<file path="src/chan_mon_pkg.sv">
// Constants shared by the channel monitor and its capture engine.
// Assumes an 8-bit register port with 6-bit byte addresses.
`default_nettype none
package chan_mon_pkg;
  // ****************************************
  // Register map
  // ****************************************
  localparam int unsigned ADDR_W        = 6;
  localparam int unsigned DATA_W        = 8;
  localparam logic [5:0]  OFF_TX_CTRL   = 6'h14;
  localparam logic [5:0]  OFF_RX_CTRL   = 6'h15;
  localparam logic [5:0]  OFF_TX_MON    = 6'h22;
  localparam logic [5:0]  OFF_RX_MON    = 6'h2a;
  localparam logic [7:0]  CTRL_RESET    = 8'h00;
  localparam logic [7:0]  MON_RESET     = 8'h00;
  localparam logic [7:0]  UNMAPPED_READ = 8'h00;

  // ****************************************
  // Field positions in both control registers
  // ****************************************
  localparam int unsigned BIT_HI  = 7;  // remote loopback / line-interface reset
  localparam int unsigned BIT_MID = 6;  // local loopback / elastic align
  localparam int unsigned BIT_LO  = 5;  // alarm generation / elastic reset
  localparam int unsigned SEL_MSB = 4;
  localparam int unsigned SEL_W   = 5;

  // ****************************************
  // Frame geometry
  // ****************************************
  localparam int unsigned SLOT_BITS = 8;
  localparam int unsigned SLOTS     = 32;
  localparam int unsigned CNT_W     = 8;
  localparam logic [2:0]  LAST_BIT  = 3'h7;

  // Pin synchroniser bundle: clock, data, frame sync per direction
  localparam int unsigned PIN_W   = 6;
  localparam int unsigned TX_CLK  = 0;
  localparam int unsigned TX_DAT  = 1;
  localparam int unsigned TX_FS   = 2;
  localparam int unsigned RX_CLK  = 3;
  localparam int unsigned RX_DAT  = 4;
  localparam int unsigned RX_FS   = 5;

  // True on the last bit of the selected slot
  function automatic logic slot_last(input logic [7:0] cnt, input logic [4:0] sel);
    slot_last = (cnt[7:3] == sel) && (cnt[2:0] == LAST_BIT);
  endfunction : slot_last
endpackage : chan_mon_pkg
`default_nettype wire

</file>
<file path="src/chan_tap_if.sv">
// Carrier between the monitor top and one capture engine.
// Assumes bit strobes are one clock wide and already synchronised.
`timescale 1ns/1ps
`default_nettype none
interface chan_tap_if;
  logic       bit_stb;      // One cycle per line bit
  logic       bit_val;      // Line bit, valid with bit_stb
  logic       frame_start;  // Marks first bit of the frame
  logic [4:0] sel;          // Selected channel
  logic [7:0] mon_byte;     // Last completed byte
  logic       byte_stb;     // Pulse when mon_byte renews

  modport source  (output bit_stb, bit_val, frame_start, sel,
                   input  mon_byte, byte_stb);
  modport capture (input  bit_stb, bit_val, frame_start, sel,
                   output mon_byte, byte_stb);
endinterface : chan_tap_if
`default_nettype wire
</file>
<file path="src/chan_capture.sv">
// One-direction channel capture: counts bits of a 256-bit frame and
// snapshots the selected slot. Assumes strobes on the system clock.
`timescale 1ns/1ps
`default_nettype none
module chan_capture #(
  parameter int unsigned SLOT_BITS = chan_mon_pkg::SLOT_BITS,
  parameter int unsigned SLOTS     = chan_mon_pkg::SLOTS
) (
  // Clock and reset
  input  wire logic i_clk,
  input  wire logic i_rst_n,
  // Tap
  chan_tap_if.capture tap
);
  // ****************************************
  // Elaboration check
  // ****************************************
  if (SLOT_BITS * SLOTS != (1 << chan_mon_pkg::CNT_W)) begin : g_chk
    $error("chan_capture: frame geometry does not fit the bit counter");
  end

  logic [7:0] cnt_reg,   cnt_next;
  logic [6:0] shift_reg, shift_next;
  logic [7:0] byte_reg,  byte_next;
  logic       stb_reg,   stb_next;
  logic       load;

  // ****************************************
  // Bit counter, shifter and snapshot
  // ****************************************
  // Load only after the slot's last bit, so a read never mixes frames
  always_comb begin
    cnt_next   = cnt_reg;
    shift_next = shift_reg;
    byte_next  = byte_reg;
    load       = 1'b0;
    if (tap.bit_stb) begin
      cnt_next   = tap.frame_start ? '0 : cnt_reg + 8'h01;
      shift_next = {shift_reg[5:0], tap.bit_val};
      load       = chan_mon_pkg::slot_last(tap.frame_start ? '0 : cnt_next, tap.sel);
      if (load) begin
        byte_next = {shift_reg, tap.bit_val};
      end
    end
    stb_next = load;
  end

  always_ff @(posedge i_clk or negedge i_rst_n) begin
    if (!i_rst_n) begin
      cnt_reg   <= '0;
      shift_reg <= '0;
      byte_reg  <= chan_mon_pkg::MON_RESET;
      stb_reg   <= 1'b0;
    end else begin
      cnt_reg   <= cnt_next;
      shift_reg <= shift_next;
      byte_reg  <= byte_next;
      stb_reg   <= stb_next;
    end
  end

  assign tap.mon_byte = byte_reg;
  assign tap.byte_stb = stb_reg;

  // ****************************************
  // Assertions
  // ****************************************
  property p_byte_order;
    @(posedge i_clk) disable iff (!i_rst_n)
      load |=> (byte_reg == {$past(shift_reg), $past(tap.bit_val)}) && stb_reg;
  endproperty
  a_byte_order: assert property (p_byte_order) else $error("byte order wrong");

  property p_hold;
    @(posedge i_clk) disable iff (!i_rst_n)
      !load |=> $stable(byte_reg) && !stb_reg;
  endproperty
  a_hold: assert property (p_hold) else $error("byte changed mid frame");

  property p_frame_zero;
    @(posedge i_clk) disable iff (!i_rst_n)
      (tap.bit_stb && tap.frame_start) |=> cnt_reg == 8'h00;
  endproperty
  a_frame_zero: assert property (p_frame_zero) else $error("frame start missed");

  property p_load_slot;
    @(posedge i_clk) disable iff (!i_rst_n)
      (tap.bit_stb && !tap.frame_start && cnt_reg[7:3] == tap.sel
       && cnt_reg[2:0] == 3'h6) |=> stb_reg;
  endproperty
  a_load_slot: assert property (p_load_slot) else $error("slot end not loaded");

  c_load: cover property (@(posedge i_clk) disable iff (!i_rst_n) stb_reg);
endmodule : chan_capture
`default_nettype wire

</file>
<file path="src/chan_mon_top.sv">
// Channel monitor top: control registers, pin sync, two capture engines.
// Assumes line clock, data and frame-sync pins, with data changing on the
// falling line clock edge, and line clocks well below the 40 MHz system clock.
`timescale 1ns/1ps
`default_nettype none
module chan_mon_top (
  // Clock and reset
  input  wire logic       i_clk,
  input  wire logic       i_rst_n,
  // Register port
  input  wire logic [5:0] i_addr,
  input  wire logic       i_wr_stb,
  input  wire logic [7:0] i_wdata,
  output logic      [7:0] o_rdata,
  // Line pins
  input  wire logic       i_tx_line_clk,
  input  wire logic       i_tx_line_data,
  input  wire logic       i_tx_frame_sync,
  input  wire logic       i_rx_line_clk,
  input  wire logic       i_rx_line_data,
  input  wire logic       i_rx_frame_sync,
  // Control fields to neighbouring blocks
  output logic            o_remote_loopback_en,
  output logic            o_local_loopback_en,
  output logic            o_line_alarm_gen_en,
  output logic            o_line_interface_reset,
  output logic            o_rx_elastic_align,
  output logic            o_rx_elastic_reset,
  output logic      [4:0] o_tx_slot_sel,
  output logic      [4:0] o_rx_slot_sel
);
  localparam int unsigned PW = chan_mon_pkg::PIN_W;

  logic [7:0]    common_control_three_reg, common_control_three_next;
  logic [7:0]    common_control_four_reg,  common_control_four_next;
  logic [7:0]    rdata_reg,                rdata_next;
  logic [PW-1:0] sync1_reg, sync2_reg, sync3_reg, filt_reg, filt_next;
  logic [PW-1:0] agree;
  logic          tx_rise, rx_rise;

  chan_tap_if tx_if ();
  chan_tap_if rx_if ();

  // ****************************************
  // Register port
  // ****************************************
  // Whole-byte writes; software read-modify-writes to keep the upper bits
  always_comb begin
    common_control_three_next = common_control_three_reg;
    common_control_four_next  = common_control_four_reg;
    if (i_wr_stb && i_addr == chan_mon_pkg::OFF_TX_CTRL) begin
      common_control_three_next = i_wdata;
    end
    if (i_wr_stb && i_addr == chan_mon_pkg::OFF_RX_CTRL) begin
      common_control_four_next = i_wdata;
    end
    case (i_addr)
      chan_mon_pkg::OFF_TX_CTRL: rdata_next = common_control_three_reg;
      chan_mon_pkg::OFF_RX_CTRL: rdata_next = common_control_four_reg;
      chan_mon_pkg::OFF_TX_MON:  rdata_next = tx_if.mon_byte;
      chan_mon_pkg::OFF_RX_MON:  rdata_next = rx_if.mon_byte;
      default:                   rdata_next = chan_mon_pkg::UNMAPPED_READ;
    endcase
  end

  always_ff @(posedge i_clk or negedge i_rst_n) begin
    if (!i_rst_n) begin
      common_control_three_reg <= chan_mon_pkg::CTRL_RESET;
      common_control_four_reg  <= chan_mon_pkg::CTRL_RESET;
      rdata_reg                <= chan_mon_pkg::UNMAPPED_READ;
    end else begin
      common_control_three_reg <= common_control_three_next;
      common_control_four_reg  <= common_control_four_next;
      rdata_reg                <= rdata_next;
    end
  end

  // Outputs taken straight from the read-data and control flops
  assign o_rdata                = rdata_reg;
  assign o_remote_loopback_en   = common_control_three_reg[chan_mon_pkg::BIT_HI];
  assign o_local_loopback_en    = common_control_three_reg[chan_mon_pkg::BIT_MID];
  assign o_line_alarm_gen_en    = common_control_three_reg[chan_mon_pkg::BIT_LO];
  assign o_line_interface_reset = common_control_four_reg[chan_mon_pkg::BIT_HI];
  assign o_rx_elastic_align     = common_control_four_reg[chan_mon_pkg::BIT_MID];
  assign o_rx_elastic_reset     = common_control_four_reg[chan_mon_pkg::BIT_LO];
  assign o_tx_slot_sel          = common_control_three_reg[chan_mon_pkg::SEL_MSB:0];
  assign o_rx_slot_sel          = common_control_four_reg[chan_mon_pkg::SEL_MSB:0];

  // ****************************************
  // Pin synchronisers and filter
  // ****************************************
  // A level counts only once stages two and three agree
  assign agree = ~(sync2_reg ^ sync3_reg);

  always_comb begin
    filt_next = (agree & sync3_reg) | (~agree & filt_reg);
  end

  always_ff @(posedge i_clk or negedge i_rst_n) begin
    if (!i_rst_n) begin
      sync1_reg <= '0;
      sync2_reg <= '0;
      sync3_reg <= '0;
      filt_reg  <= '0;
    end else begin
      sync1_reg <= {i_rx_frame_sync, i_rx_line_data, i_rx_line_clk,
                    i_tx_frame_sync, i_tx_line_data, i_tx_line_clk};
      sync2_reg <= sync1_reg;
      sync3_reg <= sync2_reg;
      filt_reg  <= filt_next;
    end
  end

  // Rising line clock edges; data and sync travel the same path, so they line up
  assign tx_rise = filt_next[chan_mon_pkg::TX_CLK] & ~filt_reg[chan_mon_pkg::TX_CLK];
  assign rx_rise = filt_next[chan_mon_pkg::RX_CLK] & ~filt_reg[chan_mon_pkg::RX_CLK];

  // ****************************************
  // Capture engines, one per direction
  // ****************************************
  assign tx_if.bit_stb     = tx_rise;
  assign tx_if.bit_val     = filt_next[chan_mon_pkg::TX_DAT];
  assign tx_if.frame_start = filt_next[chan_mon_pkg::TX_FS];
  assign tx_if.sel         = common_control_three_reg[chan_mon_pkg::SEL_MSB:0];
  assign rx_if.bit_stb     = rx_rise;
  assign rx_if.bit_val     = filt_next[chan_mon_pkg::RX_DAT];
  assign rx_if.frame_start = filt_next[chan_mon_pkg::RX_FS];
  assign rx_if.sel         = common_control_four_reg[chan_mon_pkg::SEL_MSB:0];

  // Two independent engines let both directions run at once
  chan_capture u_tx_capture (
    .i_clk   (i_clk),
    .i_rst_n (i_rst_n),
    .tap     (tx_if.capture)
  );

  chan_capture u_rx_capture (
    .i_clk   (i_clk),
    .i_rst_n (i_rst_n),
    .tap     (rx_if.capture)
  );

  // ****************************************
  // Assertions
  // ****************************************
  property p_tx_sel;
    @(posedge i_clk) disable iff (!i_rst_n)
      (i_wr_stb && i_addr == chan_mon_pkg::OFF_TX_CTRL) |=>
        tx_if.sel == $past(i_wdata[chan_mon_pkg::SEL_MSB:0]);
  endproperty
  a_tx_sel: assert property (p_tx_sel) else $error("transmit select not stored");

  property p_rx_sel;
    @(posedge i_clk) disable iff (!i_rst_n)
      (i_wr_stb && i_addr == chan_mon_pkg::OFF_RX_CTRL) |=>
        rx_if.sel == $past(i_wdata[chan_mon_pkg::SEL_MSB:0]);
  endproperty
  a_rx_sel: assert property (p_rx_sel) else $error("receive select not stored");

  // Writes elsewhere, read-only bytes included, must not disturb the control bytes
  property p_tx_ctrl_hold;
    @(posedge i_clk) disable iff (!i_rst_n)
      !(i_wr_stb && i_addr == chan_mon_pkg::OFF_TX_CTRL) |=> $stable(common_control_three_reg);
  endproperty
  a_tx_ctrl_hold: assert property (p_tx_ctrl_hold) else $error("transmit control changed");

  property p_rx_ctrl_hold;
    @(posedge i_clk) disable iff (!i_rst_n)
      !(i_wr_stb && i_addr == chan_mon_pkg::OFF_RX_CTRL) |=> $stable(common_control_four_reg);
  endproperty
  a_rx_ctrl_hold: assert property (p_rx_ctrl_hold) else $error("receive control changed");

  property p_tx_mon_read;
    @(posedge i_clk) disable iff (!i_rst_n)
      i_addr == chan_mon_pkg::OFF_TX_MON |=> o_rdata == $past(tx_if.mon_byte);
  endproperty
  a_tx_mon_read: assert property (p_tx_mon_read) else $error("transmit byte read wrong");

  property p_rx_mon_read;
    @(posedge i_clk) disable iff (!i_rst_n)
      i_addr == chan_mon_pkg::OFF_RX_MON |=> o_rdata == $past(rx_if.mon_byte);
  endproperty
  a_rx_mon_read: assert property (p_rx_mon_read) else $error("receive byte read wrong");

  property p_tx_upper;
    @(posedge i_clk) disable iff (!i_rst_n)
      (i_wr_stb && i_addr == chan_mon_pkg::OFF_TX_CTRL) |=>
        {o_remote_loopback_en, o_local_loopback_en, o_line_alarm_gen_en}
          == $past(i_wdata[chan_mon_pkg::BIT_HI:chan_mon_pkg::BIT_LO]);
  endproperty
  a_tx_upper: assert property (p_tx_upper) else $error("transmit control bits wrong");

  property p_rx_upper;
    @(posedge i_clk) disable iff (!i_rst_n)
      (i_wr_stb && i_addr == chan_mon_pkg::OFF_RX_CTRL) |=>
        {o_line_interface_reset, o_rx_elastic_align, o_rx_elastic_reset}
          == $past(i_wdata[chan_mon_pkg::BIT_HI:chan_mon_pkg::BIT_LO]);
  endproperty
  a_rx_upper: assert property (p_rx_upper) else $error("receive control bits wrong");

  property p_slot_out;
    @(posedge i_clk) disable iff (!i_rst_n)
      (o_tx_slot_sel == tx_if.sel) && (o_rx_slot_sel == rx_if.sel);
  endproperty
  a_slot_out: assert property (p_slot_out) else $error("slot select outputs differ");

  property p_unmapped;
    @(posedge i_clk) disable iff (!i_rst_n)
      (i_addr == 6'h00) |=> o_rdata == chan_mon_pkg::UNMAPPED_READ;
  endproperty
  a_unmapped: assert property (p_unmapped) else $error("unmapped read not zero");

  c_tx_write: cover property (@(posedge i_clk) disable iff (!i_rst_n)
    i_wr_stb && i_addr == chan_mon_pkg::OFF_TX_CTRL);
  c_tx_read:  cover property (@(posedge i_clk) disable iff (!i_rst_n)
    tx_if.byte_stb ##1 i_addr == chan_mon_pkg::OFF_TX_MON);
  c_rx_read:  cover property (@(posedge i_clk) disable iff (!i_rst_n)
    rx_if.byte_stb ##1 i_addr == chan_mon_pkg::OFF_RX_MON);
endmodule : chan_mon_top
`default_nettype wire

</file>
<file path="config.mk">
export PLATFORM = sky130hd
export DESIGN_NAME = chan_mon_top
export DESIGN_NICKNAME = d
export VERILOG_FILES = /design/src/chan_mon_pkg.sv /design/src/chan_tap_if.sv /design/src/chan_capture.sv /design/src/chan_mon_top.sv
export SDC_FILE = /design/constraint.sdc
export NUM_CORES = 1
export LEC_CHECK = 0
export ABC_AREA = 1
export BUFFER_PORTS_ARGS = -buffer_cell sky130_fd_sc_hd__buf_2
export CAP_MARGIN = 40
export CELL_PAD_IN_SITES_DETAIL_PLACEMENT = 0
export CELL_PAD_IN_SITES_GLOBAL_PLACEMENT = 1
export CORE_MARGIN = 2
export CORE_UTILIZATION = 30
export CTS_CLUSTER_DIAMETER = 60
export DETAILED_ROUTE_END_ITERATION = 10
export GPL_TIMING_DRIVEN = 0
export PLACE_DENSITY = 0.64
export SLEW_MARGIN = 5
export SYNTH_ARGS = -nofsm -noshare
export SYNTH_HDL_FRONTEND = slang
export SYNTH_SLANG_ARGS = --single-unit
</file>
<file path="constraint.sdc">
create_clock -name i_clk -period 2.2 [get_ports i_clk]
set_clock_uncertainty 0.2 [all_clocks]
set_input_delay 0.33 -clock i_clk [delete_from_list [all_inputs] [get_ports i_clk]]
set_output_delay 0.33 -clock i_clk [all_outputs]
set_load 0.01 [all_outputs]
</file>
Word-level counts from Yosys, hierarchy flattened. Index checks and enable logic that the tools add are counted.

Bits in registers: 94. Input bits: 23. Output and inout port bits: 24. Word-level logic and storage cells: 44.

Add/subtract/negate cells: 2. Equal/unequal tests: 8. Mux-type cells: 5. Bitwise gates (word level): 10. Reductions and logical operators: 6.

Operators by type and width (number): 8-bit two-way mux (4); 8-bit case mux with 4 select lines (1); 8-bit by 1-bit adder with 8-bit output, second input constant (2); 6-bit bitwise AND (2); 6-bit by 5-bit == test with 1-bit output, second input constant (2); 6-bit == test, second input constant (2); 6-bit inverter (2); 5-bit == test (2); 3-bit == test, second input constant (2); 6-bit OR (1); 6-bit bitwise XOR (1); 1-bit logical AND (4); 2-bit AND reduction (2); 1-bit bitwise AND (2); 1-bit inverter (2).

Logic depth before layout (Yosys ltp).
Depth after elaboration: 10. Mapped depth: 12. Gate-level depth less buffers: 11.

Cells and area by module. A second synthesis with hierarchy kept.

Cells, all modules: 525. Area, all modules: 4525.6 µm².

By module, submodules not included: chan_capture (instances 2, cells an instance 161, area an instance 1298.7 µm², sequential area each 600.6 µm²); chan_mon_top (instances 1, cells an instance 203, area an instance 1928.1 µm², sequential area each 1201.2 µm²).

Worst setup path after synthesis. No wires, ideal clock.

Path type: reg-to-reg. From: register u_tx_capture.cnt_reg[0]. To: register u_tx_capture.byte_reg[0] (netlist: u_tx_capture.tap.mon_byte[0]). Library setup time: 0.117 ns. Arrival time: 1.520 ns. Setup slack: 0.363 ns. Stages on the path, launching flop included: 10. Path buffers: 0. Cell sequence: dfrtp_1 -> ha_1 -> xor2_1 -> nand3_2 -> nor2_4 -> nand3_4 -> nor2_8 -> nand3_4 -> nand2_1 -> nand2_1.

Longest elaborated chain between the ends: 6. Elaborated cells between the ends (all ways): 7. Classes of those cells: 1 x add/sub; 2 x eq/ne; 2 x mux; 2 x reduce/logical.

Ends and longest elaborated chain: start, declared (line chan_capture.sv:22) `logic [7:0] cnt_reg, cnt_next;`; start signal, assigned (line chan_capture.sv:55) `cnt_reg <= cnt_next;`; 8-bit by 1-bit adder with 8-bit output (*) (line chan_capture.sv:38) `cnt_next = tap.frame_start ? '0 : cnt_reg + 8'h01;`; 8-bit two-way mux (*) (line chan_capture.sv:38); 8-bit two-way mux (*) (line chan_capture.sv:40) `load = chan_mon_pkg::slot_last(tap.frame_start ? '0 : cnt_next, tap.sel);`; 5-bit == test or 3-bit == test (tied branches) (line chan_mon_pkg.sv:46) `slot_last = (cnt[7:3] == sel) && (cnt[2:0] == LAST_BIT);`; 1-bit logical AND (*) (line chan_mon_pkg.sv:46); 2-bit AND reduction (no source line) (*); end signal, assigned (line chan_capture.sv:52) `byte_reg <= chan_mon_pkg::MON_RESET;`; end signal, assigned (line chan_capture.sv:57) `byte_reg <= byte_next;`; end, declared (line chan_capture.sv:24) `logic [7:0] byte_reg, byte_next;`.

Mark *: on every way between the ends. The rest lies on a longest branch, timed or not. A chain may end at the register's enable or synchronous reset.

Final worst setup path.
From: register u_tx_capture.cnt_reg[0]. To: register u_tx_capture.byte_reg[3] (netlist: u_tx_capture.tap.mon_byte[3]).

The elaborated chain is that of the path after synthesis.

==> qor.yml <==
run_status:
  status: "completed"
setup_path:
  path_buf_inv: 0
  worstPathMaxFanout: 9
  cp_slowest_cell: "dfrtp_2"
  crit_arrival_ns: 2.07
  slowest_delay_ns: 0.46
  critPathTopFamily: "simple AND/OR/NAND/NOR gates"
  path_class: "reg2reg"
  path_cells: "ha_1 -> xor2_1 -> nand3_2 -> nor2_4 -> nand3_4 -> nor2_8 -> nand3_4 -> nand2_1 -> nand2_1"
  required_ns: 2.24
  cp-start-kind: "flip-flop"
  endpoint_kind: "flip-flop"
synth:
  syn_inst: 476
  synth_most_common_cell: "nand2_1"
  ys.flop_type: "dfrtp_1"
  synth_compound_area_share_pct: 6.06
  synth_top_family_by_area: "simple AND/OR/NAND/NOR gates"
  yosys_warnings: 0
  synth_cell_types: 27
  synthTopCellsByCount: "nand2_1, dfrtp_1, inv_1"
  synth_top_cell_by_area: "dfrtp_1"
  synth_top_cell_area_share_pct: 53.0
  netlist_area_um2: 4440
  synth_fa_ha_area_share_pct: 1.47
  synth_edf_count: 0
  synthSimpleGateAreaFrac_pct: 32.3
  synthesis.nets: 501
  synth-xor-area-share_pct: 0.395
  synth_seq_area_share_pct: 53.0
  synth.mux.area_fraction_pct: 0
  synth_area_leaders: "dfrtp_1, nand2_1, nand4_1, inv_1, nand2_2"
  async_flop_share_pct: 100
  synth_seq_cells: 94
  postSynthAreaPerCell_um2: 9.32
floorplan:
  die_h_um: 126
  coreArea_um2: 14500
  die-area_um2: 15800
  io_pins: 47
  initial_utilization_pct: 30.6
  die_w_um: 126
  rows: 44
pwr:
  seqPwrFrac_pct: 48.6
  comb_power_share_pct: 14.4
  clkPwrFrac_pct: 37.1
  net-switching-power_mw: 1.25
  power.leakage_nw: 2.60
  finalPower_mw: 4.30
  internal-power_mw: 3.06
  vdd_drop_max_v: 0.000356
  p_sw_share_pct: 28.9
  powerDensity_nw_per_um2: 811
clock_network:
  postCtsSetupRepairBufs: 0
  cts_buffer_depth: 2
  cts.sinks: 94
  cts_tree: "done"
  cts-root-buf: "clkbuf_16"
  clkSlewWorstSetupHoldPaths_ns: 0.07
  clock_latency_ns: 0.35
  cts_buffers: 9
  htreeDepth: 3
global_routing:
  grt_max_degree: 59
  antenna_found_initial: 0
  grt-ovfl-total: 0
  grt_pass1_vias: 3359
  track_usage_pct: 14.0
  grt_pass1_wl_um: 17400
drt:
  ant_nets: 0
  drt_iter0_drc: 192
  avgViaCountPerCell: 4.61
  drt-pass1-iter-count: 5
  vias: 3365
  avgRoutedWirePerCell_um: 13.7
  totalWireLength_um: 10000
  drc_errors: 0
place:
  post_dp_cell_area_um2: 4930
  gp_congestion: 0.801
  place_hpwl_um: 7400
  port_buffers: 46
final_layout:
  diodes: 0
  final_util_pct: 36.6
  area_growth_pct: 19.6
  finalNetCount: 566
  design_area_um2: 5300
  drive_gt1_share_pct: 25.8
sta:
  worst_pin_slew_ns: 0.516
  rsz0062_at_grt: "false"
  period_needed_ns: 2.03
  hold_viol: 0
  max_freq_mhz: 493
  whs_ns: 0.0389
  fin_crit_sh_pct: 92.3
  slew_headroom_pct: 65.6
  slew_violations: 0
  setup_violations: 0
hold_path:
  hold_class: "in2reg"
run:
  drv_cap: 0
## cells in the final DEF (no fill, tap or decap), types with 9 or more instances in the layout
master and count:
nand4_1 43, clkbuf_16 9, inv_1 46, inv_2 11
buf_2 45, o21ai_0 12, o21ai_1 11, nand2_1 153
nand3_2 9, nand2_2 16, dfrtp_1 91, nand3_1 17
## per-layer routing
| layer | global-route usage [%] | up-vias | routed length [µm] |
|---|---|---|---|
| met5 | 0 | - | 0 |
| met4 | 4.77 | 0 | 125 |
| met1 | 18.8 | 1609 | 4770 |
| met3 | 4.15 | 10 | 467 |
| li1 | - | 1695 | - |
| met2 | 21.5 | 51 | 4660 |
## logic make-up (layout without fill, tap and decap cells)
kind of cell	count (synthesis)	count (layout)
AND/OR/NAND/NOR	265	265
adder cells (fa/ha/maj)	6	6
AO/OA/AOI/OAI	40	40
XOR/XNOR	2	2
flip-flops	94	94
buffers and inverters	69	139
## worst paths after layout
| kind | startpoint | to | slack, ns | depth (start not counted) |
|---|---|---|---|---|
| worst max-delay path | u_tx_capture.cnt_reg[0] | u_tx_capture.tap.mon_byte[3] | 0.17 | 9 |
| worst min-delay path | i_wdata[7] | common_control_four_reg[7] | 0.04 | 3 |
| worst max register to register | u_tx_capture.cnt_reg[0] | u_tx_capture.tap.mon_byte[3] | 0.17 | 9 |
| worst min register to register | sync1_reg[0] | sync2_reg[0] | 0.15 | 0 |
| max in group asynchronous | i_rst_n | u_rx_capture.cnt_reg[1] | 0.83 | 3 |
| min in group asynchronous | i_rst_n | u_tx_capture.cnt_reg[2] | 0.29 | 2 |
## per-stage QoR
step | instances | setup WS (ns) | setup TNS [ns]
floorplan | 476 | 0.363 | 0
detailed placement | 707 | 0.176 | 0
global placement | 706 | -0.393 | -36.38
global route | 730 | 0.00906 | 0
CTS | 730 | 0.145 | 0
finish | 730 | 0.170 | 0
## what timing repair did
| item | in CTS | in global routing |
|---|---|---|
| hold endpoints to repair | 42 | 0 |
| hold buffers | 7 | 0 |
| gates resized for setup | 0 | 4 |
| setup endpoints to repair | 0 | 12 |
## layout make-up
class	instances	area (µm²)
clock inverter	5	58.8
inverter	57	214
timing repair buffer	54	330
clock buffer	11	243
multi-input combinational	313	1790
buffer	12	86.3
tap	184	230
sequential	94	2360
fill	1478	9180
## worst reg2reg max path: stages, from the launching register on
cell and delay [ns]:
dfrtp_2 0.46, ha_1 0.26, xor2_1 0.21, nand3_2 0.12
nor2_4 0.13, nand3_4 0.10, nor2_8 0.18, nand3_4 0.13
nand2_1 0.09, nand2_1 0.05
## power by group through the flow
| stage | Clock, mW | Combinational, mW | Sequential, mW |
|---|---|---|---|
| 2_1_floorplan | 0 | 0.414 | 2.07 |
| 3_3_place_gp | 0 | 0.598 | 2.11 |
| 3_5_place_dp | 0 | 0.618 | 2.12 |
| 4_1_cts | 1.66 | 0.630 | 2.09 |
| 5_1_grt | 1.74 | 0.709 | 2.12 |
| 6_report | 1.59 | 0.619 | 2.09 |
(Power assumes the default switching activity.)
